## src/lcd_gray_pkg.sv

```systemverilog
// constants, types and state layout for the gray lookup fetch and decode block
package lcd_gray_pkg;

  localparam logic [31:0] CTRL_OFFSET = 32'h0000_0000;
  localparam logic [31:0] STATUS_OFFSET = 32'h0000_0004;
  localparam int CTRL_ENABLE_POS = 0;
  localparam int CTRL_DEPTH_POS = 1;
  localparam int CTRL_IRQ_DIS_POS = 2;
  localparam int CTRL_SIZE_POS = 3;
  localparam int CTRL_SCREEN_POS = 6;
  localparam int STAT_REFILL_POS = 0;
  localparam int STAT_ADDR_POS = 1;
  localparam int STAT_ODD_POS = 5;
  localparam int STAT_LOOKUP_POS = 16;
  localparam logic [7:0] CTRL_RESET = 8'h00;
  localparam logic [1:0] RESP_OKAY = 2'h0;
  localparam logic [1:0] RESP_DECERR = 2'h3;
  localparam logic [1:0] SCREEN_200 = 2'h1;
  localparam logic [1:0] SCREEN_480 = 2'h2;
  localparam logic [8:0] ROWS_240 = 9'h0F0;
  localparam logic [8:0] ROWS_200 = 9'h0C8;
  localparam logic [8:0] ROWS_320 = 9'h140;
  localparam logic [5:0] WPR_320_2BPP = 6'h28;
  localparam logic [5:0] WPR_320_1BPP = 6'h14;
  localparam logic [5:0] WPR_480_2BPP = 6'h3C;
  localparam logic [5:0] WPR_480_1BPP = 6'h1E;
  localparam logic [1:0] CODE_BRIGHT = 2'h0;
  localparam logic [1:0] CODE_LIGHT = 2'h1;
  localparam logic [1:0] CODE_DARK = 2'h2;
  localparam logic [1:0] CODE_OFF = 2'h3;

  typedef enum logic [1:0] {PH_IDLE, PH_LOOKUP, PH_BITMAP} phase_t;

  typedef struct packed {
    logic awvalid;
    logic [31:0] awaddr;
    logic wvalid;
    logic [31:0] wdata;
    logic [3:0] wstrb;
    logic bready;
    logic arvalid;
    logic [31:0] araddr;
    logic rready;
  } axiReq_t;

  typedef struct packed {
    logic awready;
    logic wready;
    logic bvalid;
    logic [1:0] bresp;
    logic arready;
    logic rvalid;
    logic [31:0] rdata;
    logic [1:0] rresp;
  } axiRsp_t;

  typedef struct packed {
    logic dmaAcknowledge;
    logic [15:0] data;
  } dmaIn_t;

  typedef struct packed {
    logic frameStart;
    logic rowPulse;
    logic dotAdvance;
  } rowTiming_t;

  typedef struct packed {
    axiRsp_t rsp;
    logic awHeld;
    logic [31:0] awAddr;
    logic wHeld;
    logic [31:0] wData;
    logic [3:0] wStrb;
    logic [7:0] ctrl;
    logic refill;
    phase_t phase;
    logic primed;
    logic swapPending;
    logic [3:0] addr;
    logic [4:0] idx;
    logic [15:0] curLookup;
    logic [15:0] nextLookup;
    logic bufValid;
    logic [15:0] buffer;
    logic [1:0] nibSel;
    logic [5:0] wordInRow;
    logic [8:0] row;
    logic rowOdd;
    logic dmaRequest;
    logic endOfProcess;
    logic [3:0] dots;
    logic irq;
  } state_t;

  localparam state_t STATE_RESET = '0;

  // table size code to word count: 0,2,4,...,12 then 16
  function automatic logic [4:0] lookupWords(input logic [2:0] code);
    return (code == 3'h7) ? 5'h10 : {1'b0, code, 1'b0};
  endfunction

endpackage
```

## src/lcd_gray_lookup_fetch_decode.sv

```systemverilog
// gray lookup fetch from the display dma stream and two-bit dot decode
// Summary of operation
// - pixel codes 00 bright, 01 light gray, 10 dark gray, 11 off.
// - code 00 always gives dot 0, code 11 always dot 1.
// - gray codes take the dot from the lookup word, row parity picks bits.
// - nibbles: 7-4 even dark, 3-0 even light, 15-12 odd dark, 11-8 odd light.
// - pair at byte bits 7:6 uses nibble top bit, lower pairs lower bits.
// - a zero-size table means the stream carries bitmap data only.
// - end_of_process after the final row's last word; dma reloads base.
// - count lookup words, keep the one the address counter selects.
// - counter reaching table size raises the refill request.
// - refill interrupt maskable; words keep cycling frame after frame.
// - the frame's lookup word moves into a dedicated decode register.
// - each selected nibble bit drives one of four panel data outputs.
// - request may stay asserted while the dma autoinitialises.
// - on enable, load both current and next frame lookup words.
// - one lookup word consumed per frame; N words last N frames.
// - lookup word count is programmable from zero to sixteen.
// - three-bit size code selects 0,2,4,6,8,10,12 or 16 words.
// - status bit set when dram lookup entries need refilling.
// - disable bit set suppresses the refill interrupt; reset clears it.
// - depth bit selects two bits per pixel when 1, one when 0.
module lcd_gray_lookup_fetch_decode
  import lcd_gray_pkg::*;
#(
  parameter int LOOKUP_MAX = 16
) (
  // clock and reset
  input wire logic core_clk,
  input wire logic sys_rst,
  // register bus
  input wire axiReq_t axiReq,
  output axiRsp_t axiRsp,
  // display dma channel
  input wire dmaIn_t dmaIn,
  output logic dmaRequest,
  output logic endOfProcess,
  // row and dot timing from the panel timing generator
  input wire rowTiming_t timing,
  // panel side
  output logic [3:0] panelDotData,
  output logic lookupRefillIrq
);

  if (LOOKUP_MAX != 16) begin : g_bad_lookup_max
    $error("LOOKUP_MAX must be 16: size code 7 selects sixteen words");
  end

  state_t st_reg;
  state_t st_next;

  logic enable;
  logic depth2;
  logic [4:0] nWords;
  logic [8:0] rowsPerFrame;
  logic [5:0] wordsPerRow;
  logic [4:0] addrInc;
  logic wrapHit;
  logic [4:0] nextIdx;
  logic [7:0] curByte;
  logic [3:0] decoded;
  logic lastNib;
  logic lastWord;
  logic [31:0] readValue;
  logic [1:0] readResp;

  assign enable = st_reg.ctrl[CTRL_ENABLE_POS];
  assign depth2 = st_reg.ctrl[CTRL_DEPTH_POS];
  assign nWords = lookupWords(st_reg.ctrl[CTRL_SIZE_POS +: 3]);
  assign rowsPerFrame =
    (st_reg.ctrl[CTRL_SCREEN_POS +: 2] == SCREEN_480) ? ROWS_320 :
    (st_reg.ctrl[CTRL_SCREEN_POS +: 2] == SCREEN_200) ? ROWS_200 : ROWS_240;
  assign wordsPerRow = (st_reg.ctrl[CTRL_SCREEN_POS +: 2] == SCREEN_480) ?
    (depth2 ? WPR_480_2BPP : WPR_480_1BPP) :
    (depth2 ? WPR_320_2BPP : WPR_320_1BPP);
  assign addrInc = {1'b0, st_reg.addr} + 5'h01;
  assign wrapHit = (addrInc == nWords);
  assign nextIdx = wrapHit ? 5'h00 : addrInc;

  // high byte leaves first, so its pixels reach the panel first
  assign curByte = st_reg.nibSel[0] ? st_reg.buffer[7:0] :
    st_reg.buffer[15:8];
  assign lastNib = depth2 ? st_reg.nibSel[0] : (st_reg.nibSel == 2'h3);
  assign lastWord = (st_reg.wordInRow == wordsPerRow - 6'h01) &&
    (st_reg.row == rowsPerFrame - 9'h001);

  for (genvar p = 0; p < 4; p++) begin : g_pix
    logic [1:0] code;
    logic grayBit;
    assign code = curByte[2*p +: 2];
    // odd rows use the upper byte
    // pair p uses nibble bit p
    assign grayBit = (code == CODE_DARK) ?
      st_reg.curLookup[(st_reg.rowOdd ? 12 : 4) + p] :
      st_reg.curLookup[(st_reg.rowOdd ? 8 : 0) + p];
    assign decoded[p] = !depth2 ?
      st_reg.buffer[15 - 4*st_reg.nibSel - (3 - p)] :
      (code == CODE_BRIGHT) ? 1'b0 :
      (code == CODE_OFF) ? 1'b1 : grayBit;
  end

  always_comb begin
    readValue = 32'h0000_0000;
    readResp = RESP_OKAY;
    if (axiReq.araddr == CTRL_OFFSET) begin
      readValue[7:0] = st_reg.ctrl;
    end else if (axiReq.araddr == STATUS_OFFSET) begin
      readValue[STAT_REFILL_POS] = st_reg.refill;
      readValue[STAT_ADDR_POS +: 4] = st_reg.addr;
      readValue[STAT_ODD_POS] = st_reg.rowOdd;
      readValue[STAT_LOOKUP_POS +: 16] = st_reg.curLookup;
    end else begin
      readResp = RESP_DECERR;
    end
  end

  always_comb begin
    st_next = st_reg;
    st_next.endOfProcess = 1'b0;

    // register bus: address and data taken in either order
    if (axiReq.awvalid && st_reg.rsp.awready) begin
      st_next.awHeld = 1'b1;
      st_next.awAddr = axiReq.awaddr;
    end
    if (axiReq.wvalid && st_reg.rsp.wready) begin
      st_next.wHeld = 1'b1;
      st_next.wData = axiReq.wdata;
      st_next.wStrb = axiReq.wstrb;
    end
    if (st_reg.rsp.bvalid && axiReq.bready) begin
      st_next.rsp.bvalid = 1'b0;
    end
    if (st_reg.awHeld && st_reg.wHeld && !st_reg.rsp.bvalid) begin
      st_next.awHeld = 1'b0;
      st_next.wHeld = 1'b0;
      st_next.rsp.bvalid = 1'b1;
      st_next.rsp.bresp = RESP_OKAY;
      if (st_reg.awAddr == CTRL_OFFSET) begin
        if (st_reg.wStrb[0]) begin
          st_next.ctrl = st_reg.wData[7:0];
        end
      end else if (st_reg.awAddr == STATUS_OFFSET) begin
        // write one clears; a same-cycle set below still wins
        if (st_reg.wStrb[0] && st_reg.wData[STAT_REFILL_POS]) begin
          st_next.refill = 1'b0;
        end
      end else begin
        st_next.rsp.bresp = RESP_DECERR;
      end
    end
    if (st_reg.rsp.rvalid && axiReq.rready) begin
      st_next.rsp.rvalid = 1'b0;
    end
    if (axiReq.arvalid && st_reg.rsp.arready) begin
      st_next.rsp.rvalid = 1'b1;
      st_next.rsp.rdata = readValue;
      st_next.rsp.rresp = readResp;
    end

    if (timing.frameStart) begin
      st_next.rowOdd = 1'b0;
      if (st_reg.swapPending) begin
        st_next.curLookup = st_reg.nextLookup;
        st_next.swapPending = 1'b0;
      end
    end else if (timing.rowPulse) begin
      st_next.rowOdd = !st_reg.rowOdd;
    end

    // dot output; an empty buffer drives the lines low
    if (timing.dotAdvance) begin
      st_next.dots = (st_reg.bufValid && enable) ? decoded : 4'h0;
      if (st_reg.bufValid) begin
        st_next.nibSel = st_reg.nibSel + 2'h1;
        if (lastNib) begin
          st_next.bufValid = 1'b0;
        end
      end
    end

    if (!enable) begin
      st_next.phase = PH_IDLE;
      st_next.dots = 4'h0;
      st_next.bufValid = 1'b0;
    end else if (st_reg.phase == PH_IDLE) begin
      st_next.phase = (nWords == 5'h00) ? PH_BITMAP : PH_LOOKUP;
      st_next.primed = 1'b0;
      st_next.swapPending = 1'b0;
      st_next.addr = 4'h0;
      st_next.idx = 5'h00;
      st_next.row = 9'h000;
      st_next.wordInRow = 6'h00;
    end else if (dmaIn.dmaAcknowledge && st_reg.dmaRequest) begin
      if (st_reg.phase == PH_LOOKUP) begin
        if (!st_reg.primed && st_reg.idx == {1'b0, st_reg.addr}) begin
          st_next.curLookup = dmaIn.data;
        end
        if ((st_reg.primed && st_reg.idx == {1'b0, st_reg.addr}) ||
            (!st_reg.primed && st_reg.idx == nextIdx)) begin
          st_next.nextLookup = dmaIn.data;
          st_next.swapPending = st_reg.primed;
        end
        st_next.idx = st_reg.idx + 5'h01;
        if (st_reg.idx == nWords - 5'h01) begin
          st_next.phase = PH_BITMAP;
        end
      end else begin
        st_next.buffer = dmaIn.data;
        st_next.bufValid = 1'b1;
        st_next.nibSel = 2'h0;
        st_next.wordInRow = st_reg.wordInRow + 6'h01;
        if (st_reg.wordInRow == wordsPerRow - 6'h01) begin
          st_next.wordInRow = 6'h00;
          st_next.row = st_reg.row + 9'h001;
        end
        if (lastWord) begin
          st_next.endOfProcess = 1'b1;
          st_next.row = 9'h000;
          st_next.idx = 5'h00;
          st_next.phase = (nWords == 5'h00) ? PH_BITMAP : PH_LOOKUP;
          st_next.primed = 1'b1;
          st_next.swapPending |= !st_reg.primed && nWords != 5'h00;
          st_next.addr = wrapHit ? 4'h0 : addrInc[3:0];
          if (wrapHit && nWords != 5'h00) begin
            st_next.refill = 1'b1;
          end
        end
      end
    end

    // request may stay up through the reload
    st_next.dmaRequest = enable && (st_next.phase != PH_IDLE) &&
      (st_next.phase == PH_LOOKUP || !st_next.bufValid);
    st_next.irq = st_next.refill && !st_next.ctrl[CTRL_IRQ_DIS_POS];
    st_next.rsp.awready = !st_next.awHeld && !st_next.rsp.bvalid;
    st_next.rsp.wready = !st_next.wHeld && !st_next.rsp.bvalid;
    st_next.rsp.arready = !st_next.rsp.rvalid;
  end

  always_ff @(posedge core_clk or posedge sys_rst) begin
    if (sys_rst) begin
      st_reg <= STATE_RESET;
    end else begin
      st_reg <= st_next;
    end
  end

  assign axiRsp = st_reg.rsp;
  assign dmaRequest = st_reg.dmaRequest;
  assign endOfProcess = st_reg.endOfProcess;
  assign panelDotData = st_reg.dots;
  assign lookupRefillIrq = st_reg.irq;
endmodule

```

## config.mk

```make
export PLATFORM = sky130hd
export DESIGN_NAME = lcd_gray_lookup_fetch_decode
export DESIGN_NICKNAME = d
export VERILOG_FILES = /design/src/lcd_gray_pkg.sv /design/src/lcd_gray_lookup_fetch_decode.sv
export SDC_FILE = /design/constraint.sdc
export NUM_CORES = 1
export LEC_CHECK = 0
export ABC_AREA = 1
export BUFFER_PORTS_ARGS = -buffer_cell sky130_fd_sc_hd__buf_4
export CAP_MARGIN = 10
export CORE_ASPECT_RATIO = 1.5
export CORE_MARGIN = 3
export CORE_UTILIZATION = 45
export CTS_CLUSTER_SIZE = 10
export DETAILED_ROUTE_END_ITERATION = 7
export PLACE_DENSITY = 0.68
export SYNTH_ARGS = -nofsm -noshare
export SYNTH_HDL_FRONTEND = slang
export SYNTH_SLANG_ARGS = --single-unit
```

## constraint.sdc

```tcl
create_clock -name core_clk -period 5.6 [get_ports core_clk]
set_input_delay 0.28 -clock core_clk [delete_from_list [all_inputs] [get_ports core_clk]]
set_output_delay 0.28 -clock core_clk [all_outputs]
set_load 0.1 [all_outputs]
```

==> results.sh <==
export IMPL_cts_hold_buf=0
export IMPL_syn_area_um2=8500
export IMPL_use_met2_pct=35.1
export IMPL_reg2reg_to="st_reg[79]"
export IMPL_port_buffers=139
export IMPL_final_util_pct=54.1
export IMPL_syn_inst=1069
export IMPL_finalWeightedCongestion=0.900
export IMPL_synth_top_area_cell="dfrtp_1"
export IMPL_rsz0062_at_grt="no"
export IMPL_gr_max_usage_layer="met2"
export IMPL_cts_max_level=4
export IMPL_dp_cells=1393
export IMPL_grt_first_pass_wirelength_mm=33.6
export IMPL_synth_most_common_cell="nand2_1"
export IMPL_status="finished clean"
export IMPL_rows=61
export IMPL_synth_edf_count=0
export IMPL_ys_warn_count=0
export IMPL_post_cts_buffers=0
export IMPL_track_usage_pct=20.3
export IMPL_ioPinCount=175
export IMPL_cts_path_max_buffers=2
export IMPL_ff2ff_setup_slack_ns=2.71
export IMPL_syn_to_final_growth_pct=18.0
export IMPL_overflow=0
export IMPL_drtIter0Drc=355
export IMPL_hold_class="primary input to flip-flop"
export IMPL_yosys_most_used_dff="dfrtp_1"
export IMPL_cp_required_ns=5.89
export IMPL_fin_cells=1426
export IMPL_drc=0
export IMPL_drtPass1Iterations=5
export IMPL_fmax_mhz=346
export IMPL_hold_violations=0
export IMPL_finalCritPeriodShare_pct=51.6
export IMPL_start_util_pct=45.9
export IMPL_ys_seq_elements=170
export IMPL_drv_cap=0
export IMPL_relSlewSlack_pct=32.8
export IMPL_die_height_um=174
export IMPL_antenna_found_initial=0
export IMPL_finalWirelength_mm=20.5
export IMPL_rr_startpoint="depth2"
export IMPL_die_x_um=118
export IMPL_drv_slew=0
export IMPL_min_path_cells=2
export IMPL_cts_resized=0
export IMPL_path_max_fanout=12
export IMPL_dieArea_um2=20600
export IMPL_ys_async_sr_fraction_pct=100
export IMPL_skew_ns=0.0110
export IMPL_fin_nets=1297
export IMPL_peakVddDrop_uv=202
export IMPL_hp_start="timing[1]"
export IMPL_fin_setup_tns_ns=0
export IMPL_crit_path_start_kind="flip-flop"
export IMPL_worstMarginPinSlew_ns=1.01
export IMPL_totalPowerFinal_w=0.00326
export IMPL_core_um2=18500
export IMPL_syn_area_per_cell_um2=7.96
export IMPL_synth_top_area_share_pct=50.0
export IMPL_synthTopCellsByCount="nand2_1, dfrtp_1, inv_1"
export IMPL_ant_nets=0
export IMPL_use_met3_pct=3.58
export IMPL_n_antenna_cell=0
export IMPL_clockRootBuffer="clkbuf_16"
export IMPL_seq_area_frac_synth_pct=50.0
export IMPL_worstSetupPathType="flip-flop to flip-flop"
export IMPL_routedWlPerCell_um=14.4
export IMPL_vias=7112
export IMPL_clock_latency_ns=0.42
export IMPL_critPathCaptureType="flip-flop"
export IMPL_post_synth_num_cell_types=41
export IMPL_cts_clk_slew_worst_paths_ns=0.07
export IMPL_cts_tree="built"
export IMPL_ys_top_cells_by_area="dfrtp_1, nand2_1, inv_1, nand3_1, buf_4"
export IMPL_holdPathEnd="st_reg[7]"
export IMPL_grt_pass1_vias=6781
export IMPL_final_layout_size_suffix_gt1_share_pct=16.5
export IMPL_largest_reg_flops=130
export IMPL_setup_viol=0
export IMPL_critPathArrivalTime_ns=3.18
export IMPL_cts_num_sinks=170
export IMPL_reg2reg_depth=12
export IMPL_via_per_inst=4.99
export IMPL_dp_hpwl_mm=15.3
export IMPL_grt_max_degree=108
export IMPL_min_period_ns=2.89
export IMPL_cts_buffers=17
export IMPL_p_leak_nw=5.22
export IMPL_powerDensity_nw_per_um2=325
export IMPL_met1_usage_pct=24.6
-- routing by layer --
layer,vias to the layer above,part of all wire (%)
met5,-,0
met4,0,3.5
met3,42,3.4
met2,146,52
met1,3349,41
li1,3575,-
-- layout make-up --
cell class                      instances  area [um2]
Clock inverter                         12         139
Sequential cell                       170        4250
Multi-Input combinational cell        722        3400
Fill cell                            1785        8510
Tap cell                              252         315
Timing Repair Buffer                  143        1080
Clock buffer                           20         437
Inverter                              107         407
-- report_power, final --
group          switching, W  leakage [nW]  internal, W  total [W]
combinational      0.000440          2.78     0.000179   0.000619
clock              0.000489         0.280     0.000664    0.00115
sequential        0.0000919          2.16      0.00140    0.00149
total               0.00102          5.22      0.00224    0.00326
-- how the worst max path moves through the flow --
stage | start | end | slack (ns) | depth (start not counted)
final | depth2 | st_reg[79] | 2.71 | 12
after global routing | depth2 | st_reg[12] | 2.37 | 11
after CTS | depth2 | st_reg[79] | 2.65 | 12
after detailed placement | depth2 | st_reg[79] | 2.68 | 11
after global placement | depth2 | st_reg[79] | 2.68 | 12
after floorplan | sys_rst | axiRsp[0] | 0.72 | 1
-- through the flow --
step           hold slack (ns)  setup WS (ns)  area, um2
6_report                0.0377           2.71      10000
5_1_grt                 0.0319           2.37      10000
4_1_cts                 0.0209           2.65      10000
3_5_place_dp             0.459           2.68       9450
3_3_place_gp             0.450           2.68       9450
2_1_floorplan            0.368          0.717       8530
-- cell families after synthesis --
kind of cell / after synthesis / synth area share [%]
adders and majority gates: 9 / 1.32
buffers and inverters: 184 / 10.3
xor gates and xnor gates: 13 / 1.34
DFF: 170 / 50.0
other: 1 / 0.0441
and+or+nand+nor: 543 / 26.6
AOI/OAI and AO/OA: 143 / 9.58
muxes: 6 / 0.780
-- worst max-delay path: stages, from the launching register on --
cell and delay, ns:
dfrtp_1 0.63, inv_1 0.26, ha_1 0.27, nand2_1 0.05, o21ai_0 0.07, a21oi_1 0.13
nand4_1 0.09, nor2_1 0.29, o21ai_2 0.18, nor2_2 0.40, inv_1 0.22, nand2_1 0.09
o21ai_0 0.08
-- placed cells by master (no fill, tap or decap), drive strengths merged, types with 12 or more instances in the layout --
master  Yosys  final
a21oi      30     30
a31oi      19     19
buf        49    143
clkbuf     28     20
dfrtp     170    170
inv       103    108
nand2     346    346
nand3      74     74
nor2       84     84
nor3       13     13
nor4       12     12
o21ai      67     67
(Power assumes the default switching activity.)
